**src/core/mhc_regs.svh**
```systemverilog
// constants of the maintenance hours counter
`ifndef MHC_REGS_SVH
`define MHC_REGS_SVH

// -----------------------------------------------------------------
// time base
// -----------------------------------------------------------------
`define MHC_CLK_HZ        10000000
`define MHC_MINUTE_S      60

// -----------------------------------------------------------------
// value ranges
// -----------------------------------------------------------------
`define MHC_MIN_PER_HOUR  60
`define MHC_MINS_MAX      59
`define MHC_MI_HOURS_MAX  9999
`define MHC_OT_HOURS_MAX  99999

// -----------------------------------------------------------------
// default widths and reset values
// -----------------------------------------------------------------
`define MHC_OT_W          23
`define MHC_TTG_W         20
`define MHC_PRESC_W       30
`define MHC_ZERO_RST      1'h0

`endif

```
**src/core/mhc_pkg.sv**
```systemverilog
// types of the maintenance hours counter
package mhc_pkg;

   // state of the remainder unit
   typedef enum logic [0:0] {
      MHC_REM_IDLE,
      MHC_REM_RUN
   } mhc_rem_state_t;

   // output clear mode
   typedef enum logic [0:0] {
      MHC_CLR_RESET_ONLY,
      MHC_CLR_RESET_OR_IDLE
   } mhc_clr_mode_t;

endpackage

```
**src/core/mhc_top.sv**
```systemverilog
// maintenance hours counter: operating time and time-to-go
`timescale 1ns/1ps
`include "mhc_regs.svh"
// How it works
// - partial reset rise clears output, reloads time-to-go from interval
// - partial reset leaves operating time untouched
// - full reset rise: output 0, operating time 0, time-to-go = interval
// - monitor high outside programming mode advances operating time and reduces time-to-go, else hold
// - output goes high once time-to-go is zero
// - reset-only mode clears output while either reset input is high
// - reset-or-idle mode also clears output while monitor is low
// - operating time counts while monitoring regardless of partial reset
// - operating time saturates at 99999 hours
// - interval set in hours 0..9999 and minutes 0..59
// - operating time offset loadable only in programming mode
// - after offset load time-to-go = interval minus (time mod interval)
// - runtime interval change loads time-to-go with the new interval
// - time-to-go and operating time are restored from retained values at power-up; interval is not
// - interval may come from another block's live actual value
module mhc_top
   import mhc_pkg::*;
#(
   parameter int MINUTE_CYC = `MHC_MINUTE_S * `MHC_CLK_HZ,
   parameter int OT_W       = `MHC_OT_W,
   parameter int TTG_W      = `MHC_TTG_W
) (
   input  wire logic             sys_clk_i,
   input  wire logic             rst_b_i,
   input  wire logic             monitor_i,
   input  wire logic             part_reset_i,
   input  wire logic             full_reset_i,
   input  wire logic             clr_on_idle_i,
   input  wire logic [13:0]      mi_hours_i,
   input  wire logic [5:0]       mi_mins_i,
   input  wire logic             mi_from_block_i,
   input  wire logic [15:0]      block_value_i,
   input  wire logic             prog_mode_i,
   input  wire logic             ot_offset_load_i,
   input  wire logic [16:0]      ot_offset_hours_i,
   input  wire logic [5:0]       ot_offset_mins_i,
   input  wire logic [OT_W-1:0]  nv_operating_time_i,
   input  wire logic [TTG_W-1:0] nv_time_to_go_i,
   output logic                  q_o,
   output logic [OT_W-1:0]       operating_time_o,
   output logic [TTG_W-1:0]      time_to_go_o,
   output logic [TTG_W-1:0]      maintenance_interval_o,
   output logic                  ot_limit_o,
   output logic                  recompute_busy_o
);

   // ------------------------------------------------------------
   // constants
   // ------------------------------------------------------------
   localparam int OT_MAX_MIN = `MHC_OT_HOURS_MAX * `MHC_MIN_PER_HOUR;
   localparam int OT_TOP_MIN = OT_MAX_MIN + `MHC_MINS_MAX;
   localparam int MI_TOP_MIN =
      `MHC_MI_HOURS_MAX * `MHC_MIN_PER_HOUR + `MHC_MINS_MAX;

   if (MINUTE_CYC < 1 || MINUTE_CYC >= (1 << `MHC_PRESC_W))
      $error("mhc_top: minute prescale out of range");
   if (OT_W < 23 || OT_W > 30 || OT_TOP_MIN >= (1 << OT_W))
      $error("mhc_top: operating time width too small");
   if (TTG_W < 20 || TTG_W > 30 || MI_TOP_MIN >= (1 << TTG_W))
      $error("mhc_top: time-to-go width too small");

   // ------------------------------------------------------------
   // signals
   // ------------------------------------------------------------
   logic                    rst_meta_r;
   logic                    rst_sync_r;
   logic                    rst_n;
   logic                    restore_r;
   logic                    part_d_r;
   logic                    full_d_r;
   logic                    load_d_r;
   logic                    part_rise;
   logic                    full_rise;
   logic                    load_rise;
   logic [`MHC_PRESC_W-1:0] presc_r;
   logic                    counting;
   logic                    minute_tick;
   logic [16:0]             mi_src_hours;
   logic [16:0]             mi_cl_hours;
   logic [5:0]              mi_cl_mins;
   logic [TTG_W-1:0]        mi_eff;
   logic [TTG_W-1:0]        mi_last_r;
   logic                    mi_changed;
   logic [16:0]             off_cl_hours;
   logic [5:0]              off_cl_mins;
   logic [OT_W-1:0]         off_min;
   logic [OT_W-1:0]         ot_r;
   logic [TTG_W-1:0]        ttg_r;
   logic                    ot_at_limit;
   logic                    clr_out;
   mhc_clr_mode_t           clr_mode;
   logic                    rem_start;
   logic                    rem_busy;
   logic                    rem_done;
   logic [TTG_W-1:0]        rem_val;

   // ------------------------------------------------------------
   // reset release through two flip-flops
   // ------------------------------------------------------------
   always_ff @(posedge sys_clk_i or negedge rst_b_i) begin
      if (!rst_b_i) begin
         rst_meta_r <= 1'h0;
         rst_sync_r <= 1'h0;
      end else begin
         rst_meta_r <= 1'h1;
         rst_sync_r <= rst_meta_r;
      end
   end

   assign rst_n = rst_sync_r;

   // ------------------------------------------------------------
   // restore of retained values after power-up
   // ------------------------------------------------------------
   // one cycle after release the backed-up values are taken back
   always_ff @(posedge sys_clk_i or negedge rst_n) begin
      if (!rst_n) begin
         restore_r <= 1'h1;
      end else begin
         restore_r <= 1'h0;
      end
   end

   // ------------------------------------------------------------
   // edge detection of reset and load inputs
   // ------------------------------------------------------------
   always_ff @(posedge sys_clk_i or negedge rst_n) begin
      if (!rst_n) begin
         part_d_r <= `MHC_ZERO_RST;
         full_d_r <= `MHC_ZERO_RST;
         load_d_r <= `MHC_ZERO_RST;
      end else begin
         part_d_r <= part_reset_i;
         full_d_r <= full_reset_i;
         load_d_r <= ot_offset_load_i;
      end
   end

   assign part_rise = part_reset_i & ~part_d_r;
   assign full_rise = full_reset_i & ~full_d_r;
   // offset only accepted in programming mode
   assign load_rise = ot_offset_load_i & ~load_d_r & prog_mode_i;

   // ------------------------------------------------------------
   // minute time base
   // ------------------------------------------------------------
   // counting only in run mode while the monitor input is high
   assign counting = monitor_i & ~prog_mode_i & ~restore_r;
   assign minute_tick =
      counting && (presc_r == `MHC_PRESC_W'(MINUTE_CYC - 1));

   // partial minute held while idle, so short runs add up
   always_ff @(posedge sys_clk_i or negedge rst_n) begin
      if (!rst_n) begin
         presc_r <= '0;
      end else if (full_rise) begin
         presc_r <= '0;
      end else if (minute_tick) begin
         presc_r <= '0;
      end else if (counting) begin
         presc_r <= presc_r + `MHC_PRESC_W'(1);
      end
   end

   // ------------------------------------------------------------
   // effective maintenance interval in minutes
   // ------------------------------------------------------------
   // live value of another block, taken as hours
   assign mi_src_hours = mi_from_block_i ? {1'h0, block_value_i}
                                         : {3'h0, mi_hours_i};
   // out of range values round to the nearest valid one
   assign mi_cl_hours = (mi_src_hours > 17'(`MHC_MI_HOURS_MAX))
                      ? 17'(`MHC_MI_HOURS_MAX) : mi_src_hours;
   assign mi_cl_mins  = mi_from_block_i ? 6'h00
                      : (mi_mins_i > 6'(`MHC_MINS_MAX))
                      ? 6'(`MHC_MINS_MAX) : mi_mins_i;
   // widen before the product: 9999 h in minutes needs 20 bits
   assign mi_eff = TTG_W'(mi_cl_hours) * TTG_W'(`MHC_MIN_PER_HOUR)
                 + TTG_W'(mi_cl_mins);

   // interval tracker for runtime change detection
   always_ff @(posedge sys_clk_i or negedge rst_n) begin
      if (!rst_n) begin
         mi_last_r <= '0;
      end else begin
         mi_last_r <= mi_eff;
      end
   end

   assign mi_changed = (mi_eff != mi_last_r) & ~prog_mode_i & ~restore_r;

   // ------------------------------------------------------------
   // operating time offset in minutes
   // ------------------------------------------------------------
   assign off_cl_hours = (ot_offset_hours_i > 17'(`MHC_OT_HOURS_MAX))
                       ? 17'(`MHC_OT_HOURS_MAX) : ot_offset_hours_i;
   assign off_cl_mins  = (ot_offset_mins_i > 6'(`MHC_MINS_MAX))
                       ? 6'(`MHC_MINS_MAX) : ot_offset_mins_i;
   assign off_min = OT_W'(off_cl_hours) * OT_W'(`MHC_MIN_PER_HOUR)
                  + OT_W'(off_cl_mins);

   // ------------------------------------------------------------
   // accumulated operating time
   // ------------------------------------------------------------
   assign ot_at_limit = (ot_r >= OT_W'(OT_MAX_MIN));

   // retained value: power-up restore, cleared only by full reset
   always_ff @(posedge sys_clk_i or negedge rst_n) begin
      if (!rst_n) begin
         ot_r <= '0;
      end else if (restore_r) begin
         ot_r <= nv_operating_time_i;
      end else if (full_rise) begin
         ot_r <= '0;
      end else if (load_rise) begin
         ot_r <= off_min;
      end else if (minute_tick && !ot_at_limit) begin
         // partial reset plays no part here
         ot_r <= ot_r + OT_W'(1);
      end
   end

   // ------------------------------------------------------------
   // remainder of offset over interval
   // ------------------------------------------------------------
   assign rem_start = load_rise;

   mhc_rem #(
      .DW (OT_W),
      .VW (TTG_W)
   ) u_rem (
      .sys_clk_i  (sys_clk_i),
      .rst_n_i    (rst_n),
      .start_i    (rem_start),
      .dividend_i (off_min),
      .divisor_i  (mi_eff),
      .busy_o     (rem_busy),
      .done_o     (rem_done),
      .rem_o      (rem_val)
   );

   // ------------------------------------------------------------
   // time-to-go
   // ------------------------------------------------------------
   // resets win over a finishing recompute and over counting
   always_ff @(posedge sys_clk_i or negedge rst_n) begin
      if (!rst_n) begin
         ttg_r <= '0;
      end else if (restore_r) begin
         ttg_r <= nv_time_to_go_i;
      end else if (full_rise || part_rise) begin
         ttg_r <= mi_eff;
      end else if (rem_done) begin
         ttg_r <= mi_eff - rem_val;
      end else if (mi_changed) begin
         ttg_r <= mi_eff;
      end else if (minute_tick && ttg_r != '0) begin
         ttg_r <= ttg_r - TTG_W'(1);
      end
   end

   // ------------------------------------------------------------
   // output
   // ------------------------------------------------------------
   assign clr_mode = clr_on_idle_i ? MHC_CLR_RESET_OR_IDLE
                                   : MHC_CLR_RESET_ONLY;

   // clear conditions take priority over the set condition
   always_comb begin
      clr_out = part_reset_i | full_reset_i;
      case (clr_mode)
         MHC_CLR_RESET_OR_IDLE: clr_out = clr_out | ~monitor_i;
         MHC_CLR_RESET_ONLY:    clr_out = clr_out;
         default:               clr_out = 1'h1;
      endcase
   end

   always_ff @(posedge sys_clk_i or negedge rst_n) begin
      if (!rst_n) begin
         q_o <= 1'h0;
      end else if (restore_r) begin
         q_o <= 1'h0;
      end else begin
         q_o <= ~clr_out & (ttg_r == '0);
      end
   end

   // ------------------------------------------------------------
   // visible state
   // ------------------------------------------------------------
   always_ff @(posedge sys_clk_i or negedge rst_n) begin
      if (!rst_n) begin
         ot_limit_o       <= 1'h0;
         recompute_busy_o <= 1'h0;
      end else begin
         ot_limit_o       <= ot_at_limit;
         recompute_busy_o <= rem_busy | rem_start;
      end
   end

   assign operating_time_o       = ot_r;
   assign time_to_go_o           = ttg_r;
   assign maintenance_interval_o = mi_last_r;

endmodule

```
**src/core/mhc_rem.sv**
```systemverilog
// sequential remainder unit: dividend modulo divisor
`timescale 1ns/1ps
module mhc_rem
   import mhc_pkg::*;
#(
   parameter int DW = 23,
   parameter int VW = 20
) (
   input  wire logic          sys_clk_i,
   input  wire logic          rst_n_i,
   input  wire logic          start_i,
   input  wire logic [DW-1:0] dividend_i,
   input  wire logic [VW-1:0] divisor_i,
   output logic               busy_o,
   output logic               done_o,
   output logic [VW-1:0]      rem_o
);

   // ------------------------------------------------------------
   // state
   // ------------------------------------------------------------
   mhc_rem_state_t  state_r;
   logic [DW-1:0]   dvd_r;
   logic [VW-1:0]   dvs_r;
   logic [VW:0]     acc_r;
   logic [VW:0]     acc_sh;
   logic [5:0]      cnt_r;

   if (DW < 2 || DW > 63 || VW < 1)
      $error("mhc_rem: unsupported widths");

   // shift in the next dividend bit
   assign acc_sh = {acc_r[VW-1:0], dvd_r[DW-1]};
   assign busy_o = (state_r == MHC_REM_RUN);

   // restoring division, one dividend bit per cycle
   always_ff @(posedge sys_clk_i or negedge rst_n_i) begin
      if (!rst_n_i) begin
         state_r <= MHC_REM_IDLE;
         dvd_r   <= '0;
         dvs_r   <= '0;
         acc_r   <= '0;
         cnt_r   <= '0;
         done_o  <= 1'h0;
         rem_o   <= '0;
      end else begin
         done_o <= 1'h0;
         case (state_r)
            MHC_REM_IDLE: begin
               if (start_i) begin
                  dvd_r   <= dividend_i;
                  dvs_r   <= divisor_i;
                  acc_r   <= '0;
                  cnt_r   <= 6'(DW);
                  state_r <= MHC_REM_RUN;
               end
            end
            MHC_REM_RUN: begin
               if (acc_sh >= {1'h0, dvs_r} && dvs_r != '0) begin
                  acc_r <= acc_sh - {1'h0, dvs_r};
               end else begin
                  acc_r <= acc_sh;
               end
               dvd_r <= {dvd_r[DW-2:0], 1'h0};
               cnt_r <= cnt_r - 6'h01;
               if (cnt_r == 6'h01) begin
                  state_r <= MHC_REM_IDLE;
                  done_o  <= 1'h1;
                  // zero interval gives zero remainder
                  if (dvs_r == '0) begin
                     rem_o <= '0;
                  end else if (acc_sh >= {1'h0, dvs_r}) begin
                     rem_o <= VW'(acc_sh - {1'h0, dvs_r});
                  end else begin
                     rem_o <= acc_sh[VW-1:0];
                  end
               end
            end
            default: state_r <= MHC_REM_IDLE;
         endcase
      end
   end

endmodule

```
**config.mk**
```make
export PLATFORM = sky130hd
export DESIGN_NAME = mhc_top
export DESIGN_NICKNAME = d
export VERILOG_FILES = /design/src/core/mhc_pkg.sv /design/src/core/mhc_top.sv /design/src/core/mhc_rem.sv
export VERILOG_INCLUDE_DIRS = /design/src /design/src/core
export SDC_FILE = /design/constraint.sdc
export NUM_CORES = 1
export LEC_CHECK = 0
export BUFFER_PORTS_ARGS = -buffer_cell sky130_fd_sc_hd__buf_4
export CORE_UTILIZATION = 60
export DETAILED_ROUTE_END_ITERATION = 8
export PLACE_DENSITY = 0.9
export RECOVER_POWER = 50
export SYNTH_ARGS = -nofsm -noshare
export SYNTH_HDL_FRONTEND = slang
export SYNTH_HIERARCHICAL = 1
export SYNTH_SLANG_ARGS = --single-unit
```
**constraint.sdc**
```tcl
create_clock -name sys_clk_i -period 6.95 [get_ports sys_clk_i]
set_clock_uncertainty 0.05 [all_clocks]
set_input_delay 0.695 -clock sys_clk_i [delete_from_list [all_inputs] [get_ports sys_clk_i]]
set_output_delay 0.695 -clock sys_clk_i [all_outputs]
set_load 0.01 [all_outputs]
```
Word level (Yosys, flattened, before mapping)
Index checks and enable logic that the tools add are counted.
{"block": "op_classes", "n_addsub": 8, "n_mul": 2, "n_lt_le_gt_ge": 6, "eq_ne": 4, "muxes": 35, "n_bitwise": 21, "n_reduce_logical": 15}
{"cell": "$mux W20", "n": 9}
{"cell": "$mux W23", "n": 5}
{"cell": "$mux W30", "n": 3}
{"cell": "$pmux W23 S2", "n": 1}
{"cell": "$logic_not A20 Y1", "n": 2}
{"cell": "$pmux W20 S2", "n": 1}
{"cell": "$reduce_bool A20 Y1", "n": 2}
{"cell": "$sub A20 B20 Y20", "n": 2}
{"cell": "$mux W16", "n": 2}
{"cell": "$add A30 B1 Y30 const B", "n": 1}
{"cell": "$eq A30 B30 Y1 const B", "n": 1}
{"cell": "$mux W6", "n": 4}
{"cell": "$add A23 B1 Y23 const B", "n": 1}
{"cell": "$add A23 B6 Y23", "n": 1}
{"cell": "$ge A23 B23 Y1 const B", "n": 1}
{"cell": "$ge A21 B20 Y1", "n": 1}
{"cell": "$mul A17 B4 Y21 const B", "n": 1}
{"cell": "$add A20 B6 Y20", "n": 1}
{"cell": "$ne A20 B20 Y1", "n": 1}
{"cell": "$sub A20 B1 Y20 const B", "n": 1}
{"cell": "$mul A16 B4 Y18 const B", "n": 1}
{"cell": "$gt A17 B17 Y1 const B", "n": 1}
{"cell": "$mux W17", "n": 1}
{"cell": "$gt A16 B14 Y1 const B", "n": 1}
{"cell": "other kinds (17)", "n": 46}
{"block": "totals", "regBits": 193, "inputBits": 111, "output_inout_bits": 66, "elab_cells": 111}

Logic depth before layout (Yosys ltp)
Gate-level depths: netlist of run 1.
{"block": "logic_depth", "depth_word": 12, "depth_mapped": 35, "mapped_depth_nobuf": 32}

Hierarchy
Netlist of run 1, hierarchy kept.
{"module": "mhc_top", "instances": 1, "cells_each": 1445, "area_each_um2": 11853.9, "seq_area_each_um2": 2553.7}
{"module": "mhc_rem", "instances": 1, "cells_each": 573, "area_each_um2": 5306.3, "seq_area_each_um2": 2277.2}

Worst setup path after synthesis of run 1
OpenSTA, ideal clock, no wires.
{"block": "synth_path", "path_kind": "input port to flip-flop", "start": "input port mi_from_block_i", "end": "register ttg_r[19] (netlist: time_to_go_o[19])", "setup_ns": 0.137, "arrival_ns": 7.929, "required_ns": 6.763, "slack_ns": -1.166, "path_stages": 35, "path_buffers": 4, "path_cell_list": "clkbuf_1 -> clkbuf_1 -> nand2_1 -> o21ai_0 -> inv_1 -> o21ai_0 -> clkbuf_1 -> clkbuf_1 -> nand2_1 -> fa_1 -> ha_1 -> xor2_1 -> inv_1 -> fa_1 -> inv_1 -> ha_1 -> nor2_1 -> a21oi_1 -> and2_1 -> nand2_1 -> xnor2_1 -> ha_1 -> a21oi_1 -> nor2b_1 -> o21a_1 -> nor2_1 -> o21ai_0 -> a21o_1 -> a211oi_1 -> o41ai_1 -> a21oi_1 -> xor2_1 -> mux2_2 -> a221oi_1 -> a21oi_1"}
{"block": "synth_via", "elab_chain_cells": 12, "elab_cells_between_ends": 15, "cone_classes": "2 x add/sub; 1 x mul; 1 x order compare; 1 x eq/ne; 7 x mux; 2 x bitwise; 1 x reduce/logical"}
{"element": "start: declaration", "line": "mhc_top.sv:35", "rtl": "input wire logic mi_from_block_i,"}
{"element": "$mux W16", "line": "mhc_top.sv:173", "rtl": "assign mi_src_hours = mi_from_block_i ? {1'h0, block_value_i}"}
{"element": "$gt A16 B14 Y1", "line": "mhc_top.sv:176", "rtl": "assign mi_cl_hours = (mi_src_hours > 17'(`MHC_MI_HOURS_MAX))"}
{"element": "$mux W16", "line": "mhc_top.sv:176"}
{"element": "$mul A16 B4 Y18", "line": "mhc_top.sv:182", "rtl": "assign mi_eff = TTG_W'(mi_cl_hours) * TTG_W'(`MHC_MIN_PER_HOUR)"}
{"element": "$add A20 B6 Y20 *", "line": "mhc_top.sv:182"}
{"element": "via mi_eff[8]", "line": "mhc_top.sv:85", "rtl": "logic [TTG_W-1:0] mi_eff;"}
{"element": "branches (longest 7 deep; another with $sub A20 B20 Y20)"}
{"element": "end signal: assignment", "line": "mhc_top.sv:254", "rtl": "ttg_r <= nv_time_to_go_i;"}
{"element": "end signal: assignment", "line": "mhc_top.sv:256", "rtl": "ttg_r <= mi_eff;"}
{"element": "end signal: assignment", "line": "mhc_top.sv:258", "rtl": "ttg_r <= mi_eff - rem_val;"}
{"element": "end: declaration", "line": "mhc_top.sv:92", "rtl": "logic [TTG_W-1:0] ttg_r;"}
Mark *: on every way through the listed nets, which the timed path passes.
A chain may end at the register's enable or synchronous reset.

Final worst setup path of run 1
Ends and elaborated chain as after synthesis.

==> impl_metrics.env, run 1 <==
export IMPL_hold_viol_final=0
export IMPL_max_stage_delay_ns=0.53
export IMPL_worstMarginPinSlew_ns=4.16
export IMPL_timing_slew_headroom_pct=-177
export IMPL_critPathKind="in -> reg"
export IMPL_drtIter0Drc=1939
export IMPL_hp_start="rst_meta_r$_DFF_PN0_"
export IMPL_hp_class="reg -> reg"
export IMPL_htreeDepth=4
export IMPL_ys_async_sr_fraction_pct=100
export IMPL_utilization_pct=72.2
export IMPL_dpl_hpwl_mm=38.6
export IMPL_r2r_start="rst_n$_DFF_PN0_"
export IMPL_post_place_ws_ns=-0.165
export IMPL_yosys_area_top_type="dfrtp_1"
export IMPL_crit_required_ns=7.21
export IMPL_io_pins=177
export IMPL_synth_seq_cells=193
export IMPL_cts_buffers=17
export IMPL_die_area_sq_um=29300
export IMPL_start_util_pct=61.4
export IMPL_p_per_area_nw_per_um2=491
export IMPL_violations="max-capacitance violations, max-slew violations"
export IMPL_fp_dieW_microns=171
export IMPL_antenna_found_initial=0
export IMPL_grt_pass1_wl_mm=80.6
export IMPL_wirelength_mm=50.4
export IMPL_nets=2524
export IMPL_arrival_ns=7.08
export IMPL_cts_root_buf="clkbuf_16"
export IMPL_fmaxAchievable_ghz=0.147
export IMPL_syn_avg_cell_area_sq_um=8.50
export IMPL_critical_path_buf_inv_count=4
export IMPL_areaGrowthSynthToFinish_pct=17.6
export IMPL_dieHeight_microns=171
export IMPL_synthTopCellsByArea="dfrtp_1, ha_1, fa_1, nand2_1, xnor2_1"
export IMPL_crit_family="compound AO/OA/AOI/OAI gates"
export IMPL_drv_cap=2
export IMPL_finalSetupViolations=0
export IMPL_endpoint_kind="flop"
export IMPL_dr_pass1_iters=8
export IMPL_r2r_cells=1
export IMPL_cp_slowest_cell="fa_1"
export IMPL_grt_pass1_vias=16000
export IMPL_synth_edff_count=0
export IMPL_grt_overflow=0
export IMPL_outcome="complete, but fails checks"
export IMPL_hold_path_end="rst_n$_DFF_PN0_"
export IMPL_rsz0062_at_grt="true"
export IMPL_cp_max_fo=9
export IMPL_grt_use_total_pct=34.7
export IMPL_place_congestion=0.983
export IMPL_drive_gt1_share_pct=17.9
export IMPL_yosysUniqueCellTypes=109
export IMPL_synth_yosys_seq_area_share_pct=28.2
export IMPL_ant_nets=0
export IMPL_syn_inst=2018
export IMPL_min_period_ns=6.82
export IMPL_reg2reg_slack_ns=1.65
export IMPL_tritoncts="done"
export IMPL_clk_pin_slew_ns=0.08
export IMPL_grt_max_degree=169
export IMPL_netlist_area_sq_um=17200
export IMPL_vias=16600
export IMPL_rr_endpoint="u_rem/busy_o$_DFF_PN0_"
export IMPL_num_rows=61
export IMPL_post_drt_via_cell_ratio=6.26
export IMPL_ir_drop_v=0.000289
export IMPL_drv_slew=274
export IMPL_drc=0
export IMPL_yosys_warnings=6
export IMPL_min_path_cells=0
export IMPL_ys_flop_type="dfrtp_1"
export IMPL_layout_setup_ws_ns=0.129
export IMPL_diodes=0
export IMPL_clk_latency_ns=0.44
export IMPL_nFillCells=2085
export IMPL_hold_slack_ns=0.305
export IMPL_yosysTopAreaCellShare_pct=28.0
export IMPL_min_period_over_period_pct=98.1
export IMPL_design_core_area_sq_um=27900
export IMPL_port_buffers=176
export IMPL_worstSetupStartpointType="input pin"
export IMPL_clkSinkCount=193
export IMPL_detail_route_wl_per_cell_microns=19.0
export IMPL_clockBufferDepth=2
export IMPL_leakage_nw=9.06
==> area by class of cell <==
class / instances / area [sq um] / share of cell area (%)
flip-flops and latches: 193 / 4830 / 24.0
clock buffers: 18 / 429 / 2.13
clock inverters: 13 / 146 / 0.726
inverters: 167 / 627 / 3.11
repair buffers: 295 / 2130 / 10.5
multi-input cells: 1587 / 11500 / 57.2
well taps: 378 / 473 / 2.34
==> how the worst max path moves through the flow <==
stage                    start                           end  slack, ns  cells past startpoint
5_1_grt        mi_from_block_i  time_to_go_o[19]$_DFFE_PN0P_      -0.11                     28
6_report       mi_from_block_i  time_to_go_o[19]$_DFFE_PN0P_       0.13                     31
3_3_place_gp   mi_from_block_i  time_to_go_o[19]$_DFFE_PN0P_       0.10                     30
4_1_cts        mi_from_block_i  time_to_go_o[19]$_DFFE_PN0P_       0.27                     27
2_1_floorplan  mi_from_block_i  time_to_go_o[19]$_DFFE_PN0P_      -0.10                     31
3_5_place_dp   mi_from_block_i  time_to_go_o[19]$_DFFE_PN0P_      -0.17                     27
==> metrics by stage <==
| stage | TNS [ns] | cells | total power, mW | area, sq um |
|---|---|---|---|---|
| floorplan | -0.104 | 2023 | 6.42 | 17300 |
| global placement | 0 | 2618 | 8.42 | 19700 |
| detailed placement | -0.462 | 2618 | 8.67 | 19700 |
| CTS | 0 | 2650 | 9.72 | 20200 |
| global route | -0.276 | 2651 | 10.6 | 20200 |
| finish | 0 | 2651 | 9.91 | 20200 |
==> kinds of logic after synthesis <==
| logic type | after synthesis | share of synthesized area (%) |
|---|---|---|
| buf+inv | 243 | 5.65 |
| simple gates | 702 | 20.7 |
| mux | 59 | 3.62 |
| xor+xnor | 154 | 8.17 |
| flops | 193 | 28.2 |
| compound gates | 510 | 20.0 |
| other cells | 2 | 0.0438 |
| fa+ha+maj | 155 | 13.6 |
==> layout by cell type (no fill, tap or decap), types with 64 or more instances in the layout <==
master	Yosys	layout
inv_1	167	166
ha_1	98	94
xnor2_1	85	80
nand2_1	202	200
nor2_1	153	152
a21oi_1	113	112
o21ai_0	126	121
dfrtp_1	192	191
buf_4	1	262
xor2_1	64	64
==> cells in the mapped netlist, types with 7 or more instances <==
cell type and count:
ha_1 98, nand2b_1 24, or3_1 21, nand3_1 62
a22o_1 8, o21a_1 27, o221ai_1 15, or2_2 15
and3_1 22, nor2b_1 25, xor2_1 64, o21ai_1 10
clkbuf_1 57, nor3_1 45, o31ai_1 17, a31oi_1 11
mux2i_1 46, o21bai_1 9, mux2_2 11, inv_1 167
o21ai_0 126, or3b_2 15, xnor2_1 85, nand3b_1 10
a21oi_1 113, nor2_1 153, a21o_1 24, nor4_1 21
a222oi_1 12, or4_1 7, a221oi_1 13, o211ai_1 23
a22oi_1 10, dfrtp_1 192, nand2_1 202, a211oi_1 12
and2_1 18, fa_1 54, nand4_1 27
==> where the power goes <==
| group | switching (mW) | internal, mW | leakage (nW) |
|---|---|---|---|
| Clock | 0.486 | 0.507 | 0.272 |
| Sequential | 0.361 | 1.48 | 2.42 |
| Combinational | 4.06 | 3.01 | 6.37 |
==> metal layers <==
layer / global-route usage [%] / up-vias / wire (microns)
li1: - / 7683 / -
met1: 46.4 / 7990 / 20900
met2: 56.1 / 788 / 23400
met3: 5.04 / 146 / 4110
met4: 14.9 / 0 / 1950
met5: 0 / - / 0
==> registers in the layout, indices dropped and copies added, names as in the netlist, 6 cells and up <==
name,cells
presc_r,30
operating_time_o,23
u_rem/dvd_r,23
maintenance_interval_o,20
time_to_go_o,20
u_rem/acc_r,20
u_rem/dvs_r,20
u_rem/rem_o,20
u_rem/cnt_r,6
==> repair_timing <==
action                     CTS  global route
gates resized for setup      0            11
buffers inserted             0             1
hold endpoints to repair     2             0
hold buffers                 1             0
setup endpoints to repair    0            12
Note: power is estimated with default switching activity, not from simulation.
==> run 2: changes to the inputs <==
--- a/config.mk
+++ b/config.mk
@@ -9,6 +9,7 @@
 export BUFFER_PORTS_ARGS = -buffer_cell sky130_fd_sc_hd__buf_4
 export CORE_UTILIZATION = 60
 export DETAILED_ROUTE_END_ITERATION = 8
+export MAX_ROUTING_LAYER = met4
 export PLACE_DENSITY = 0.9
 export RECOVER_POWER = 50
 export SYNTH_ARGS = -nofsm -noshare
==> run 2 against run 1 <==
  * Total power grew 1.5%
  * The run still ends with max-capacitance violations, max-slew violations left
  * Design area up 0.86%
  * Sequential share of layout area shrank 0.20 points
==> impl_metrics.env, run 2 (synthesis results as in run 1) <==
export IMPL_violations="max-capacitance violations, max-slew violations"
export IMPL_grt_max_degree=160
export IMPL_io_pins=177
export IMPL_dr_pass1_iters=9
export IMPL_layout_common_cells="buf_4, nand2_1, dfrtp_1"
export IMPL_arrival_ns=6.89
export IMPL_final_common_cell="buf_4"
export IMPL_min_period_ns=6.62
export IMPL_hp_class="reg -> reg"
export IMPL_crit_top_cell="buf_4"
export IMPL_r2r_cells=1
export IMPL_p_comb_share_pct=71.4
export IMPL_min_period_over_period_pct=95.3
export IMPL_port_buffers=176
export IMPL_r2r_start="rst_n$_DFF_PN0_"
export IMPL_crit_start="mi_from_block_i"
export IMPL_wirelength_mm=51.2
export IMPL_clkSinkCount=193
export IMPL_timing_slew_headroom_pct=-169
export IMPL_worstMarginPinSlew_ns=4.03
export IMPL_grt_pass1_vias=16200
export IMPL_clockBufferDepth=2
export IMPL_clk_pin_slew_ns=0.07
export IMPL_num_rows=61
export IMPL_critical_path_buf_inv_count=8
export IMPL_ant_nets=0
export IMPL_clk_latency_ns=0.45
export IMPL_highest_signal_layer="met4"
export IMPL_p_sw_share_pct=48.9
export IMPL_totalPowerFinal_mw=10.1
export IMPL_outcome="complete, but fails checks"
export IMPL_grt_use_total_pct=36.5
export IMPL_rr_endpoint="u_rem/busy_o$_DFF_PN0_"
export IMPL_clkPwrFrac_pct=10.2
export IMPL_crit_required_ns=7.21
export IMPL_antenna_found_initial=0
export IMPL_cts_buffers=17
export IMPL_start_util_pct=61.4
export IMPL_dieHeight_microns=171
export IMPL_tritoncts="done"
export IMPL_grt_overflow=0
export IMPL_critPathKind="in -> reg"
export IMPL_layout_setup_ws_ns=0.329
export IMPL_drv_cap=2
export IMPL_finalSetupViolations=0
export IMPL_endpoint_kind="flop"
export IMPL_drive_gt1_share_pct=18.7
export IMPL_worstSetupStartpointType="input pin"
export IMPL_post_drt_via_cell_ratio=6.22
export IMPL_rsz0062_at_grt="true"
export IMPL_largest_reg_flops=30
export IMPL_wl_met1_mm=21.6
export IMPL_ir_drop_v=0.000361
export IMPL_reg2reg_slack_ns=1.68
export IMPL_leakage_nw=9.15
export IMPL_cp_depth=26
export IMPL_design_core_area_sq_um=27900
export IMPL_dr_wl_met2_mm=23.9
export IMPL_place_congestion=0.996
export IMPL_drv_slew=265
export IMPL_crit_family="adder cells"
export IMPL_nets=2538
export IMPL_drc=0
export IMPL_max_stage_delay_ns=0.60
export IMPL_htreeDepth=4
export IMPL_hold_slack_ns=0.306
export IMPL_post_place_ws_ns=-0.0909
export IMPL_die_area_sq_um=29300
export IMPL_fmaxAchievable_ghz=0.151
export IMPL_pwr_share_seq_pct=18.4
export IMPL_p_switching_mw=4.92
export IMPL_regMostFlops="presc_r"
export IMPL_vias=16600
export IMPL_dpl_hpwl_mm=39.2
export IMPL_fp_dieW_microns=171
export IMPL_areaGrowthSynthToFinish_pct=18.6
export IMPL_drtIter0Drc=2071
export IMPL_cts_root_buf="clkbuf_16"
export IMPL_detail_route_wl_per_cell_microns=19.2
export IMPL_wl_met3_mm=4.03
export IMPL_utilization_pct=72.8
export IMPL_intPower_mw=5.14
export IMPL_finish_instance_area_sq_um=20300
export IMPL_hold_viol_final=0
export IMPL_cts_setup_buffers=0
export IMPL_cp_max_fo=18
export IMPL_cp_slowest_cell="o311ai_0"
export IMPL_grt_pass1_wl_mm=82.2
export IMPL_cp_endpoint="time_to_go_o[19]$_DFFE_PN0P_"
export IMPL_p_per_area_nw_per_um2=494
export IMPL_placed_cell_area_sq_um=19800
[run 2: changes by cell type in the layout (fill, tap and decap cells not counted), moves of 3 or more]
cell      delta
xor2_2       +3
buf_4       +13
xor2_1       -3
clkinv_4     -3
[run 2: timing repair]
action                                  4_1_cts  5_1_grt
endpoints found under the setup margin        0        9
hold endpoints to repair                      2        0
hold buffers                                  1        0
gates resized for setup                       0       18
[run 2: final cells by class]
| class | instances | area (sq um) |
|---|---|---|
| antenna | 1 | 2.50 |
| clock buffer | 20 | 457 |
| clock inverter | 12 | 146 |
| fill | 2086 | 7590 |
| inverter | 167 | 627 |
| multi-input combinational | 1587 | 11600 |
| sequential | 193 | 4830 |
| tap | 378 | 473 |
| timing repair buffer | 309 | 2240 |
[run 2: per-stage QoR]
| stage | setup TNS (ns) | instances |
|---|---|---|
| 5_1_grt | -0.0786 | 2666 |
| 3_3_place_gp | 0 | 2633 |
| 6_report | 0 | 2667 |
| 3_5_place_dp | -0.147 | 2633 |
| 2_1_floorplan | -0.104 | 2023 |
| 4_1_cts | 0 | 2666 |
[run 2: per-layer routing]
layer	global-route usage, %	up-vias
met5	-	-
met3	6.36	128
met2	57.5	776
met4	12.7	0
li1	-	7698
met1	47.3	7998
[run 2: worst min-delay path by stage]
stage                                    start                         end  slack, ns  depth (start not counted)
after floorplan           rst_meta_r$_DFF_PN0_             rst_n$_DFF_PN0_       0.28                          0
after global placement         rst_n$_DFF_PN0_  u_rem/acc_r[5]$_DFFE_PN0P_       0.23                          0
after detailed placement       rst_n$_DFF_PN0_  u_rem/rem_o[3]$_DFFE_PN0P_       0.24                          0
after CTS                      rst_n$_DFF_PN0_  u_rem/acc_r[5]$_DFFE_PN0P_       0.24                          0
after global routing      rst_meta_r$_DFF_PN0_             rst_n$_DFF_PN0_       0.31                          0
final                     rst_meta_r$_DFF_PN0_             rst_n$_DFF_PN0_       0.31                          0
[run 2: power by group through the flow]
stage	logic (mW)	registers [mW]	clock network, mW
after floorplan	4.63	1.79	0
after global placement	6.74	1.83	0
after detailed placement	6.90	1.85	0
after CTS	6.98	1.83	1.04
after global routing	7.78	1.88	1.08
final	7.18	1.85	1.03
